<file path="src/verilog/mcuil_pkg.sv">
/*
  Constants, register map and carrier types of the interrupt logic.
  Assumes a core whose instruction cycle is four clock phases on ref_clk.
*/
package mcuil_pkg;

  // ----------------------------------------
  // Register indexes and byte addresses
  // ----------------------------------------
  localparam int          AW        = 10;
  localparam logic [7:0]  IDX_OPT   = 8'h81;
  localparam logic [7:0]  IDX_ICTL  = 8'h0B;
  localparam logic [7:0]  IDX_PFLG  = 8'h0C;
  localparam logic [7:0]  IDX_PEN   = 8'h8C;
  localparam logic [7:0]  IDX_PCS   = 8'h96;
  localparam logic [7:0]  IDX_ASEL  = 8'h9F;
  localparam logic [7:0]  IDX_STAT  = 8'hF0;
  localparam logic [9:0]  ADDR_OPT  = {IDX_OPT, 2'b00};
  localparam logic [9:0]  ADDR_ICTL = {IDX_ICTL, 2'b00};
  localparam logic [9:0]  ADDR_PFLG = {IDX_PFLG, 2'b00};
  localparam logic [9:0]  ADDR_PEN  = {IDX_PEN, 2'b00};
  localparam logic [9:0]  ADDR_PCS  = {IDX_PCS, 2'b00};
  localparam logic [9:0]  ADDR_ASEL = {IDX_ASEL, 2'b00};
  localparam logic [9:0]  ADDR_STAT = {IDX_STAT, 2'b00};

  // ----------------------------------------
  // Reset values
  // ----------------------------------------
  localparam logic [7:0]  OPT_RST   = 8'hFF;
  localparam logic [7:0]  ICTL_RST  = 8'h00;
  localparam logic [7:0]  PFLG_RST  = 8'h00;
  localparam logic [7:0]  PEN_RST   = 8'h00;
  localparam logic [5:0]  PCS_RST   = 6'h00;
  localparam logic        ASEL_RST  = 1'b1;

  // ----------------------------------------
  // Field positions
  // ----------------------------------------
  localparam int          OPT_EDGE  = 6;
  localparam int          GLB_EN    = 7;
  localparam int          PER_EN    = 6;
  localparam int          TMR_EN    = 5;
  localparam int          PIN_EN    = 4;
  localparam int          PCH_EN    = 3;
  localparam int          TMR_FLG   = 2;
  localparam int          PIN_FLG   = 1;
  localparam int          PCH_FLG   = 0;
  localparam int          CONV_BIT  = 6;
  localparam logic [7:0]  PFLG_MASK = 8'hC9;
  localparam int          PORT_W    = 6;
  localparam int          PC_W      = 13;
  localparam logic [12:0] VECTOR    = 13'h0004;
  localparam logic [7:0]  TMR_MAX   = 8'hFF;
  localparam logic [7:0]  TMR_ZERO  = 8'h00;

  // ----------------------------------------
  // Timing
  // ----------------------------------------
  localparam int          CLK_NS    = 25;
  localparam int          TCY_CLKS  = 4;
  localparam int          DUMMY_TCY = 2;
  localparam int          LOAD_CLKS = DUMMY_TCY * TCY_CLKS + 1;

  // ----------------------------------------
  // Types
  // ----------------------------------------
  typedef enum logic [1:0] {PH_Q1, PH_Q2, PH_Q3, PH_Q4} mcuil_phase_t;
  typedef enum logic [1:0] {TK_IDLE, TK_DUMMY1, TK_DUMMY2} mcuil_take_t;

  typedef struct packed {
    logic            sleep_cmd;
    logic            ret_instr;
    logic            port_read;
    logic [PC_W-1:0] pc;
  } mcuil_core_in_t;

  typedef struct packed {
    logic            asleep;
    logic            wake;
    logic            push;
    logic            load;
    logic [PC_W-1:0] ret_pc;
    logic [PC_W-1:0] vector;
  } mcuil_core_out_t;

endpackage

</file>
<file path="src/verilog/mcuil_edge.sv">
/*
  Edge detector for a group of synchronous inputs.
  Assumes inputs already synchronous to ref_clk.
*/
`timescale 1ns/1ps
module mcuil_edge #(
  parameter int W = 1
) (
  // Clock and reset
  input  wire logic         ref_clk,
  input  wire logic         rst,
  // Levels in, edges out
  input  wire logic [W-1:0] din,
  output logic      [W-1:0] rise,
  output logic      [W-1:0] fall
);

  logic [W-1:0] prev_q;

  // Previous level; a high level at release reads as one rise
  always_ff @(posedge ref_clk or posedge rst) begin
    if (rst) begin
      prev_q <= '0;
    end else begin
      prev_q <= din;
    end
  end

  // Edge terms
  assign rise = din & ~prev_q;
  assign fall = ~din & prev_q;

endmodule

</file>
<file path="src/verilog/mcuil_irq.sv">
/*
  Interrupt logic: flags, enables, sleep wake-up and vector entry.
  Assumes an Avalon-MM master on the register port and a core that
  supplies the return address and reports sleep and return strobes.
*/
// The Avalon-MM interface to the registers was chosen for this implementation.
`timescale 1ns/1ps
module mcuil_irq (
  // Clock and reset
  input  wire logic                      ref_clk,
  input  wire logic                      rst,
  // Avalon-MM slave
  input  wire logic [mcuil_pkg::AW-1:0]  avs_address,
  input  wire logic                      avs_read,
  input  wire logic                      avs_write,
  input  wire logic [31:0]               avs_writedata,
  input  wire logic [3:0]                avs_byteenable,
  output logic      [31:0]               avs_readdata,
  output logic                           avs_waitrequest,
  // Event sources
  input  wire logic                      ext_irq_pin,
  input  wire logic [mcuil_pkg::PORT_W-1:0] port_pins,
  input  wire logic [7:0]                timer_zero_count,
  input  wire logic [7:0]                periph_evt,
  // Core side
  input  wire mcuil_pkg::mcuil_core_in_t core_in,
  output mcuil_pkg::mcuil_core_out_t     core_out
);

  // ----------------------------------------
  // Declarations
  // ----------------------------------------
  mcuil_pkg::mcuil_phase_t ph_q;
  mcuil_pkg::mcuil_phase_t ph_d;
  mcuil_pkg::mcuil_take_t  tk_q;
  mcuil_pkg::mcuil_take_t  tk_d;
  logic [7:0]  opt_q;
  logic [7:0]  ictl_q;
  logic [7:0]  ictl_d;
  logic [7:0]  pflg_q;
  logic [7:0]  pflg_d;
  logic [7:0]  pen_q;
  logic [5:0]  pcs_q;
  logic        asel_q;
  logic [7:0]  tmr_prev_q;
  logic        ack_q;
  logic [31:0] rdata_q;
  logic        asleep_q;
  logic        wake_q;
  logic        push_q;
  logic        load_q;
  logic [12:0] ret_pc_q;
  logic [7:0]  rd_mux;
  logic        req;
  logic        wr_ok;
  logic [7:0]  wdata;
  logic        w_opt;
  logic        w_ictl;
  logic        w_pflg;
  logic        w_pen;
  logic        w_pcs;
  logic        w_asel;
  logic        q1;
  logic        pin_eff;
  logic        ext_rise;
  logic        ext_fall;
  logic        ext_evt;
  logic [5:0]  prt_rise;
  logic [5:0]  prt_fall;
  logic        port_evt;
  logic        tmr_evt;
  logic [7:0]  per_evt;
  logic        per_act;
  logic        src_act;
  logic        glb_en;
  logic        take;

  // Write select for one register address
  function automatic logic sel(input logic [9:0] a, input logic [9:0] reg_a, input logic ok);
    return ok && (a == reg_a);
  endfunction

  // ----------------------------------------
  // Avalon-MM slave
  // ----------------------------------------
  // One wait state: data is muxed in the first cycle, answered in the second
  assign req             = avs_read || avs_write;
  assign avs_waitrequest = req && !ack_q;
  assign avs_readdata    = rdata_q;
  assign wr_ok           = avs_write && ack_q && avs_byteenable[0];
  assign wdata           = avs_writedata[7:0];
  assign w_opt           = sel(avs_address, mcuil_pkg::ADDR_OPT, wr_ok);
  assign w_ictl          = sel(avs_address, mcuil_pkg::ADDR_ICTL, wr_ok);
  assign w_pflg          = sel(avs_address, mcuil_pkg::ADDR_PFLG, wr_ok);
  assign w_pen           = sel(avs_address, mcuil_pkg::ADDR_PEN, wr_ok);
  assign w_pcs           = sel(avs_address, mcuil_pkg::ADDR_PCS, wr_ok);
  assign w_asel          = sel(avs_address, mcuil_pkg::ADDR_ASEL, wr_ok);

  // Read mux; unmapped addresses read zero
  always_comb begin
    rd_mux = 8'h00;
    if (avs_address == mcuil_pkg::ADDR_OPT) begin
      rd_mux = opt_q;
    end else if (avs_address == mcuil_pkg::ADDR_ICTL) begin
      rd_mux = ictl_q;
    end else if (avs_address == mcuil_pkg::ADDR_PFLG) begin
      rd_mux = pflg_q;
    end else if (avs_address == mcuil_pkg::ADDR_PEN) begin
      rd_mux = pen_q;
    end else if (avs_address == mcuil_pkg::ADDR_PCS) begin
      rd_mux = {2'b00, pcs_q};
    end else if (avs_address == mcuil_pkg::ADDR_ASEL) begin
      rd_mux = {7'h00, asel_q};
    end else if (avs_address == mcuil_pkg::ADDR_STAT) begin
      rd_mux = {4'h0, tk_q != mcuil_pkg::TK_IDLE, asleep_q, ph_q};
    end
  end

  // Bus handshake and read data
  always_ff @(posedge ref_clk or posedge rst) begin
    if (rst) begin
      ack_q   <= 1'b0;
      rdata_q <= 32'h0000_0000;
    end else begin
      ack_q <= req && !ack_q;
      if (req && !ack_q) begin
        rdata_q <= {24'h00_0000, rd_mux};
      end
    end
  end

  // ----------------------------------------
  // Event detection
  // ----------------------------------------
  // Analog-selected pin reads zero, so it shows no edge after the first cycle of selection (a high pin falls then)
  assign pin_eff = ext_irq_pin && !asel_q;

  mcuil_edge #(.W(1)) u_ext_edge (
    .ref_clk (ref_clk),
    .rst     (rst),
    .din     (pin_eff),
    .rise    (ext_rise),
    .fall    (ext_fall)
  );

  mcuil_edge #(.W(mcuil_pkg::PORT_W)) u_port_edge (
    .ref_clk (ref_clk),
    .rst     (rst),
    .din     (port_pins),
    .rise    (prt_rise),
    .fall    (prt_fall)
  );

  // Edge polarity from option bit; accepted in every phase
  assign ext_evt  = opt_q[mcuil_pkg::OPT_EDGE] ? ext_rise : ext_fall;
  // A change landing on a Q2 port read is dropped; an accepted hazard
  assign port_evt = (|((prt_rise | prt_fall) & pcs_q))
                    && !(core_in.port_read && ph_q == mcuil_pkg::PH_Q2);
  assign tmr_evt  = (tmr_prev_q == mcuil_pkg::TMR_MAX)
                    && (timer_zero_count == mcuil_pkg::TMR_ZERO);
  assign per_evt  = periph_evt & mcuil_pkg::PFLG_MASK;

  // ----------------------------------------
  // Flag and enable registers
  // ----------------------------------------
  // Hardware set wins over a software clear in the same cycle
  always_comb begin
    ictl_d = w_ictl ? wdata : ictl_q;
    ictl_d[mcuil_pkg::PIN_FLG] = ictl_d[mcuil_pkg::PIN_FLG] | ext_evt;
    ictl_d[mcuil_pkg::TMR_FLG] = ictl_d[mcuil_pkg::TMR_FLG] | tmr_evt;
    ictl_d[mcuil_pkg::PCH_FLG] = ictl_d[mcuil_pkg::PCH_FLG] | port_evt;
    if (take) begin
      ictl_d[mcuil_pkg::GLB_EN] = 1'b0;
    end else if (core_in.ret_instr) begin
      ictl_d[mcuil_pkg::GLB_EN] = 1'b1;
    end
  end

  // Peripheral flags, only implemented bits kept
  assign pflg_d = ((w_pflg ? wdata : pflg_q) & mcuil_pkg::PFLG_MASK) | per_evt;

  // Register storage; global enable cleared by reset
  always_ff @(posedge ref_clk or posedge rst) begin
    if (rst) begin
      opt_q      <= mcuil_pkg::OPT_RST;
      ictl_q     <= mcuil_pkg::ICTL_RST;
      pflg_q     <= mcuil_pkg::PFLG_RST;
      pen_q      <= mcuil_pkg::PEN_RST;
      pcs_q      <= mcuil_pkg::PCS_RST;
      asel_q     <= mcuil_pkg::ASEL_RST;
      tmr_prev_q <= mcuil_pkg::TMR_ZERO;
    end else begin
      ictl_q     <= ictl_d;
      pflg_q     <= pflg_d;
      tmr_prev_q <= timer_zero_count;
      if (w_opt) begin
        opt_q <= wdata;
      end
      if (w_pen) begin
        pen_q <= wdata & mcuil_pkg::PFLG_MASK;
      end
      if (w_pcs) begin
        pcs_q <= wdata[5:0];
      end
      if (w_asel) begin
        asel_q <= wdata[0];
      end
    end
  end

  // ----------------------------------------
  // Request gating and entry sequence
  // ----------------------------------------
  // Each source needs its own enable; peripherals also need the group enable
  assign per_act = ictl_q[mcuil_pkg::PER_EN] && |(pflg_q & pen_q);
  assign src_act = (ictl_q[mcuil_pkg::PIN_FLG] && ictl_q[mcuil_pkg::PIN_EN])
                || (ictl_q[mcuil_pkg::TMR_FLG] && ictl_q[mcuil_pkg::TMR_EN])
                || (ictl_q[mcuil_pkg::PCH_FLG] && ictl_q[mcuil_pkg::PCH_EN])
                || per_act;
  assign glb_en  = ictl_q[mcuil_pkg::GLB_EN];
  assign q1      = ph_q == mcuil_pkg::PH_Q1;
  // Sampled only at Q1 and only while awake and globally enabled
  assign take    = q1 && tk_q == mcuil_pkg::TK_IDLE && !asleep_q
                && glb_en && src_act;

  // Phase walk and entry state; two dummy cycles regardless of instruction
  always_comb begin
    ph_d = mcuil_pkg::PH_Q1;
    case (ph_q)
      mcuil_pkg::PH_Q1: ph_d = mcuil_pkg::PH_Q2;
      mcuil_pkg::PH_Q2: ph_d = mcuil_pkg::PH_Q3;
      mcuil_pkg::PH_Q3: ph_d = mcuil_pkg::PH_Q4;
      default:          ph_d = mcuil_pkg::PH_Q1;
    endcase
    tk_d = tk_q;
    case (tk_q)
      mcuil_pkg::TK_IDLE: begin
        if (take) begin
          tk_d = mcuil_pkg::TK_DUMMY1;
        end
      end
      mcuil_pkg::TK_DUMMY1: begin
        if (q1) begin
          tk_d = mcuil_pkg::TK_DUMMY2;
        end
      end
      default: begin
        if (q1) begin
          tk_d = mcuil_pkg::TK_IDLE;
        end
      end
    endcase
  end

  // Entry outputs; only the return address is handed to the stack
  always_ff @(posedge ref_clk or posedge rst) begin
    if (rst) begin
      ph_q     <= mcuil_pkg::PH_Q1;
      tk_q     <= mcuil_pkg::TK_IDLE;
      push_q   <= 1'b0;
      load_q   <= 1'b0;
      ret_pc_q <= 13'h0000;
    end else begin
      ph_q   <= ph_d;
      tk_q   <= tk_d;
      push_q <= take;
      load_q <= (tk_q == mcuil_pkg::TK_DUMMY2) && q1;
      if (take) begin
        ret_pc_q <= core_in.pc;
      end
    end
  end

  // Sleep: any enabled flag wakes, global enable not needed
  always_ff @(posedge ref_clk or posedge rst) begin
    if (rst) begin
      asleep_q <= 1'b0;
      wake_q   <= 1'b0;
    end else begin
      wake_q <= asleep_q && src_act;
      if (asleep_q && src_act) begin
        asleep_q <= 1'b0;
      end else if (core_in.sleep_cmd) begin
        asleep_q <= 1'b1;
      end
    end
  end

  assign core_out = '{asleep: asleep_q, wake: wake_q, push: push_q, load: load_q,
                      ret_pc: ret_pc_q, vector: mcuil_pkg::VECTOR};
endmodule

</file>
<file path="config.mk">
export PLATFORM = sky130hd
export DESIGN_NAME = mcuil_irq
export DESIGN_NICKNAME = d
export VERILOG_FILES = /design/src/verilog/mcuil_pkg.sv /design/src/verilog/mcuil_edge.sv /design/src/verilog/mcuil_irq.sv
export SDC_FILE = /design/constraint.sdc
export NUM_CORES = 1
export LEC_CHECK = 0
export ABC_AREA = 1
export BUFFER_PORTS_ARGS = -buffer_cell sky130_fd_sc_hd__buf_2
export CORE_ASPECT_RATIO = 1.25
export CORE_UTILIZATION = 53
export DETAILED_ROUTE_END_ITERATION = 8
export PLACE_DENSITY = 0.86
export SLEW_MARGIN = 15
export SYNTH_ARGS = -nofsm -noshare
export SYNTH_HDL_FRONTEND = slang
export SYNTH_HIERARCHICAL = 1
export SYNTH_SLANG_ARGS = --single-unit
</file>
<file path="constraint.sdc">
create_clock -name ref_clk -period 4.9 [get_ports ref_clk]
set_input_delay 0.49 -clock ref_clk [delete_from_list [all_inputs] [get_ports ref_clk]]
set_output_delay 0.49 -clock ref_clk [all_outputs]
set_load 0.05 [all_outputs]
</file>
== Word level (Yosys, flattened, before mapping) ==
Cells that the tools add are included.

* Bits in registers: 80
* Bits in latches: 0
* RAM bits: 0
* Bits in read-only memories: 0
* Input port bits: 89
* Output and inout port bits: 63
* Logic and storage cells: 109
* Memories kept: 0

* Add/sub/neg operators: 0
* Multiply operators: 0
* Div/mod/pow operators: 0
* Order comparisons: 0
* Equal/unequal tests: 14
* Shift-type cells: 0
* Muxes and demuxes: 19
* Bitwise gates (word level): 15
* Reduce and logical (&&, ||, !) cells: 41

{| class="wikitable"
|+ Operator list
! operator !! number
|-
| 10-bit == test (second input constant) || 5
|-
| 8-bit 2-to-1 mux || 6
|-
| 1-bit logical AND || 23
|-
| 10-bit by 6-bit == test with 1-bit output (second input constant) || 2
|-
| 6-bit AND || 3
|-
| 6-bit inverter || 2
|-
| 8-bit AND || 1
|-
| 8-bit == test (second input constant) || 1
|-
| 8-bit logical NOT || 1
|-
| 4-bit 2-to-1 mux || 2
|-
| 8-bit bitwise OR || 1
|-
| 8-bit OR reduction || 1
|-
| 2-bit 2-to-1 mux || 3
|-
| 6-bit 2-to-1 mux || 1
|-
| 6-bit bitwise OR || 1
|-
| 2-bit case mux with 3 select lines || 1
|-
| 2-bit nonzero test || 3
|-
| 6-bit OR reduction || 1
|-
| 1-bit 2-to-1 mux || 5
|-
| 2-bit by 1-bit == test with 1-bit output (second input constant) || 2
|-
| 2-bit == test (second input constant) || 2
|-
| 1-bit logical NOT || 4
|-
| 2-bit logical NOT || 2
|-
| 1-bit logical OR || 4
|-
| other kinds (7) || 12
|}

== Depth between registers and ports, before layout ==
* Depth in word-level cells: 8
* Depth in mapped cells: 12
* Gate-level depth less buffers: 12

== By module ==
Netlist, hierarchy kept.

{| class="wikitable"
|+ Modules (own cells, without submodules)
! module !! instances !! cells each !! area an instance (µm²) !! sequential area each (µm²)
|-
| mcuil_irq || 1 || 431 || 3583.4 || 1737.9
|-
| mcuil_edge at u_port_edge || 1 || 31 || 244.0 || 150.1
|-
| mcuil_edge at u_ext_edge || 1 || 6 || 43.8 || 25.0
|}

== Least setup slack after synthesis ==
OpenSTA, ideal clock, no wires.

* Path type: input port to flip-flop
* Start point: input port avs_write
* End point: register rdata_q[4] (netlist: avs_readdata[4])
* Library setup time: 0.123 ns
* Arrival: 1.959 ns
* Required time: 4.777 ns
* Path slack: 2.818 ns
* Stages: 5
* Buffers on the path: 0
* Cell sequence: nor2_1 -> nor2_1 -> inv_1 -> nand2_1 -> o21ai_1

* Word-level cells in the longest chain between the ends: 2

{| class="wikitable"
|+ RTL lines
! what !! RTL line !! source
|-
| from (decl) || mcuil_irq.sv:15 || <nowiki>input wire logic avs_write,</nowiki>
|-
| 1-bit logical OR || mcuil_irq.sv:87 || <nowiki>assign req = avs_read || avs_write;</nowiki>
|-
| 1-bit logical AND || -- ||
|-
| via avs_waitrequest || mcuil_irq.sv:19 || <nowiki>output logic avs_waitrequest,</nowiki>
|-
| to (signal assigned) || mcuil_irq.sv:127 || <nowiki>rdata_q <= {24'h00_0000, rd_mux};</nowiki>
|-
| to (decl) || mcuil_irq.sv:47 || <nowiki>logic [31:0] rdata_q;</nowiki>
|}

The timed path passes the listed nets, and every way through them passes these cells.
A chain may end at the register's enable or synchronous reset.

== Worst setup path in the final report ==
* Start point: register ack_q
* End point: output port avs_waitrequest

* Word-level cells in the longest chain between the ends: 2

{| class="wikitable"
|+ RTL lines
! what !! RTL line !! source
|-
| from (decl) || mcuil_irq.sv:46 || <nowiki>logic ack_q;</nowiki>
|-
| from (signal assigned) || mcuil_irq.sv:125 || <nowiki>ack_q <= req && !ack_q;</nowiki>
|-
| 1-bit logical NOT || mcuil_irq.sv:88 || <nowiki>assign avs_waitrequest = req && !ack_q;</nowiki>
|-
| 1-bit logical AND || mcuil_irq.sv:88 ||
|-
| to (decl) || mcuil_irq.sv:19 ||
|}

No other way between the ends.

==> flow_summary.toml <==
[status]
status = "finished clean"

[critical_path]
slowest_delay_ns = 0.54
setup.worst_path.end_class = "output port"
crit_buf_inv = 1
path_delay_family = "simple AND/OR/NAND/NOR gates"
crit_fanout = 11
crit_chain = "nor2_1 -> buf_2"
slowest_stage = "nor2_1"
start_kind = "flip-flop"
crit_required_ns = 4.41
crit_type = "reg -> out"
arrival_ns = 1.66

[drt]
drt_pass1_iterations = 4
drcViolationCount = 0
antenna_left = 0
wl_per_cell_um = 12.39
via_per_inst = 5.062
drt-initial-drc-count = 242
vias = 3275
drt_wl_total_um = 8019

[yosys]
syn_avg_cell_area_um2 = 8.272
yosysWarnings = 6
syn-instance-count = 468
yosys.area.top_type = "dfrtp_1"
ys_types = 29
syn-cell-area_um2 = 3871
synth_top_area_share = 0.4331
synth-seq-cells = 76
ys_seq_area_frac = 0.4942
synthTopCellsByArea = "dfrtp_1 43%, nand2_1 13%, buf_4 8.0%, dfstp_2 6.1%, inv_1 4.8%"

[cells_and_area]
areaGrowthSynthToFinish_pct = 14.09
fillers = 576
antenna_cells = 0
design_area_um2 = 4417
fin_util = 0.6292
nNetsFinal = 645
stdcell_count = 647
drive_gt1_frac = 0.2424

[sta]
final.min_clock_period_ns = 2.149
finalSetupTns_ns = 0
final_max_slew_viol_count = 0
hold_viol = 0
grt_setup_unrepaired = "no"
timing.fmax_ghz = 0.4654
whs_ns = 0.2562
relSlewSlack = 0.4438
finClkSkew_ns = 0.01054
worst_pin_slew_ns = 0.8342
setup_viol = 0
timing.final.ws_setup_ns = 2.751
fin_crit_sh = 0.4385

[place]
hpwl_um = 6064
placed_area_um2 = 4182
dpl.cell_count = 630
place_congestion = 0.8870
port_buffers = 83
pre_cts_ws_ns = 2.812

[grt]
grt_max_degree = 70
grt_use_total = 0.2278
grt_pass1_vias = 3057
antenna_found_initial = 0
overflow = 0
grt_pass1_wl_um = 13480

[clock_network]
clock_path_buffers = 2
post_cts_resized = 0
cts_tree = "yes"
numCtsBuffers = 9
clock_latency_ns = 0.35
cts_num_sinks = 76
htreeDepth = 3
cts_root_buffer = "clkbuf_8"
clk_pin_slew_ns = 0.08

[min_path]
hold_path.class = "in -> reg"

[pwr]
power_mw = 1.328
powerDensity_nw_per_um2 = 300.6
p_leak_nw = 2.317
vdd_ir_drop_max_v = 0.0002858

[die]
ios = 152
start_util = 0.5515
fp.dieW_um = 78.44
core_um2 = 7019
dieArea_um2 = 7652
rows = 34
die_h_um = 97.55

[flow_run]
maxCapViolations = 0
-- cell usage in the layout (no fill, tap or decap), types with 2 or more instances in the layout --
cell type / Yosys / routed
nand2_1: 139 / 139
buf_2: 3 / 83
dfrtp_1: 67 / 67
inv_1: 49 / 48
nor2_1: 39 / 39
conb_1: 2 / 37
o21ai_0: 22 / 22
nand4_1: 15 / 15
nand3_1: 14 / 14
o21ai_2: 12 / 12
clkbuf_8: 0 / 10
dfstp_2: 9 / 9
o21ai_1: 8 / 8
a21oi_1: 7 / 7
nor3_1: 6 / 6
nor2_2: 4 / 4
a31oi_1: 4 / 4
ha_1: 4 / 4
nor2_4: 3 / 3
nand2_2: 3 / 3
inv_2: 2 / 3
a22o_1: 3 / 3
o211ai_1: 3 / 3
nor4_1: 2 / 2
clkinvlp_4: 0 / 2
bufinv_16: 0 / 2
-- flip-flops by register name, indices dropped and copies added (netlist names) --
signal              cells
ack_q                   1
asleep_q                1
opt_q                   8
wake_q                  1
pflg_q                  4
tmr_prev_q              8
asel_q                  1
pen_q                   4
ph_q                    2
avs_readdata            8
pcs_q                   6
ret_pc_q               13
ictl_q                  8
u_port_edge/prev_q      6
push_q                  1
u_ext_edge/prev_q       1
load_q                  1
tk_q                    2
-- final cells by class --
class / instances / area, um^2 / share of cell area
timing repair buffer: 85 / 432.9 / 0.09802
inverter: 52 / 195.2 / 0.04419
tap: 90 / 112.6 / 0.02550
multi-input combinational: 328 / 1538 / 0.3482
sequential: 76 / 1913 / 0.4331
clock buffer: 11 / 141.4 / 0.03201
clock inverter: 5 / 83.83 / 0.01898
-- synthesized netlist by cell type, drive strengths merged --
cell type,n
nor4,2
ha,4
dfstp,9
a21oi,7
dfrtp,67
o21ai,42
inv,51
a22o,3
o211ai,3
a31oi,4
conb,2
nor3,6
nand3,15
buf,47
nor2,46
clkinv,1
mux2i,1
nand2,142
nand4,16
-- report_power, final --
part           total [mW]  internal (mW)  leakage, nW  switching (mW)
clock               0.532          0.303        0.106           0.229
combinational       0.153         0.0305         1.33           0.122
sequential          0.643          0.638        0.883         0.00569
-- metal layers --
metal	global-route usage	vias up	wire length (um)
met1	0.2780	1517	3155
met3	0.05728	17	625
met4	0.09687	0	174
li1	-	1577	-
met2	0.3799	164	4064
met5	0	-	0
-- worst reg2reg max path, cell delays in order (launching register included) --
cell	delay [ns]
dfrtp_1	0.44
inv_1	0.11
ha_1	0.26
nand2_1	0.08
nor3_1	0.17
nand2_1	0.34
inv_1	0.44
nand2_1	0.11
nand2_1	0.08
-- logic make-up after synthesis --
logic type,synth area share
AND/OR/NAND/NOR,0.2518
adder cells (fa/ha/maj),0.01293
other,0.001940
flip-flops,0.4942
buffers and inverters,0.1425
AO/OA/AOI/OAI,0.09405
multiplexers,0.002586
-- final timing paths --
check,start,endpoint,slack [ns],cells after the start
hold / removal,timer_zero_count[3],tmr_prev_q[3],0.26,1
setup / recovery,ack_q,avs_waitrequest,2.75,2
min in group asynchronous,rst,u_ext_edge/prev_q,0.54,3
hold reg to reg,tk_q[0],load_q,0.45,1
setup reg to reg,ph_q[0],ret_pc_q[2],2.82,8
max in group asynchronous,rst,ictl_q[6],3.40,4
-- repair_timing --
item | in CTS | in global routing
setup buffers | 0 | 0
endpoints found under the hold margin | 1 | 0
hold buffers | 1 | 0
Power figures use the tool's default switching activity.
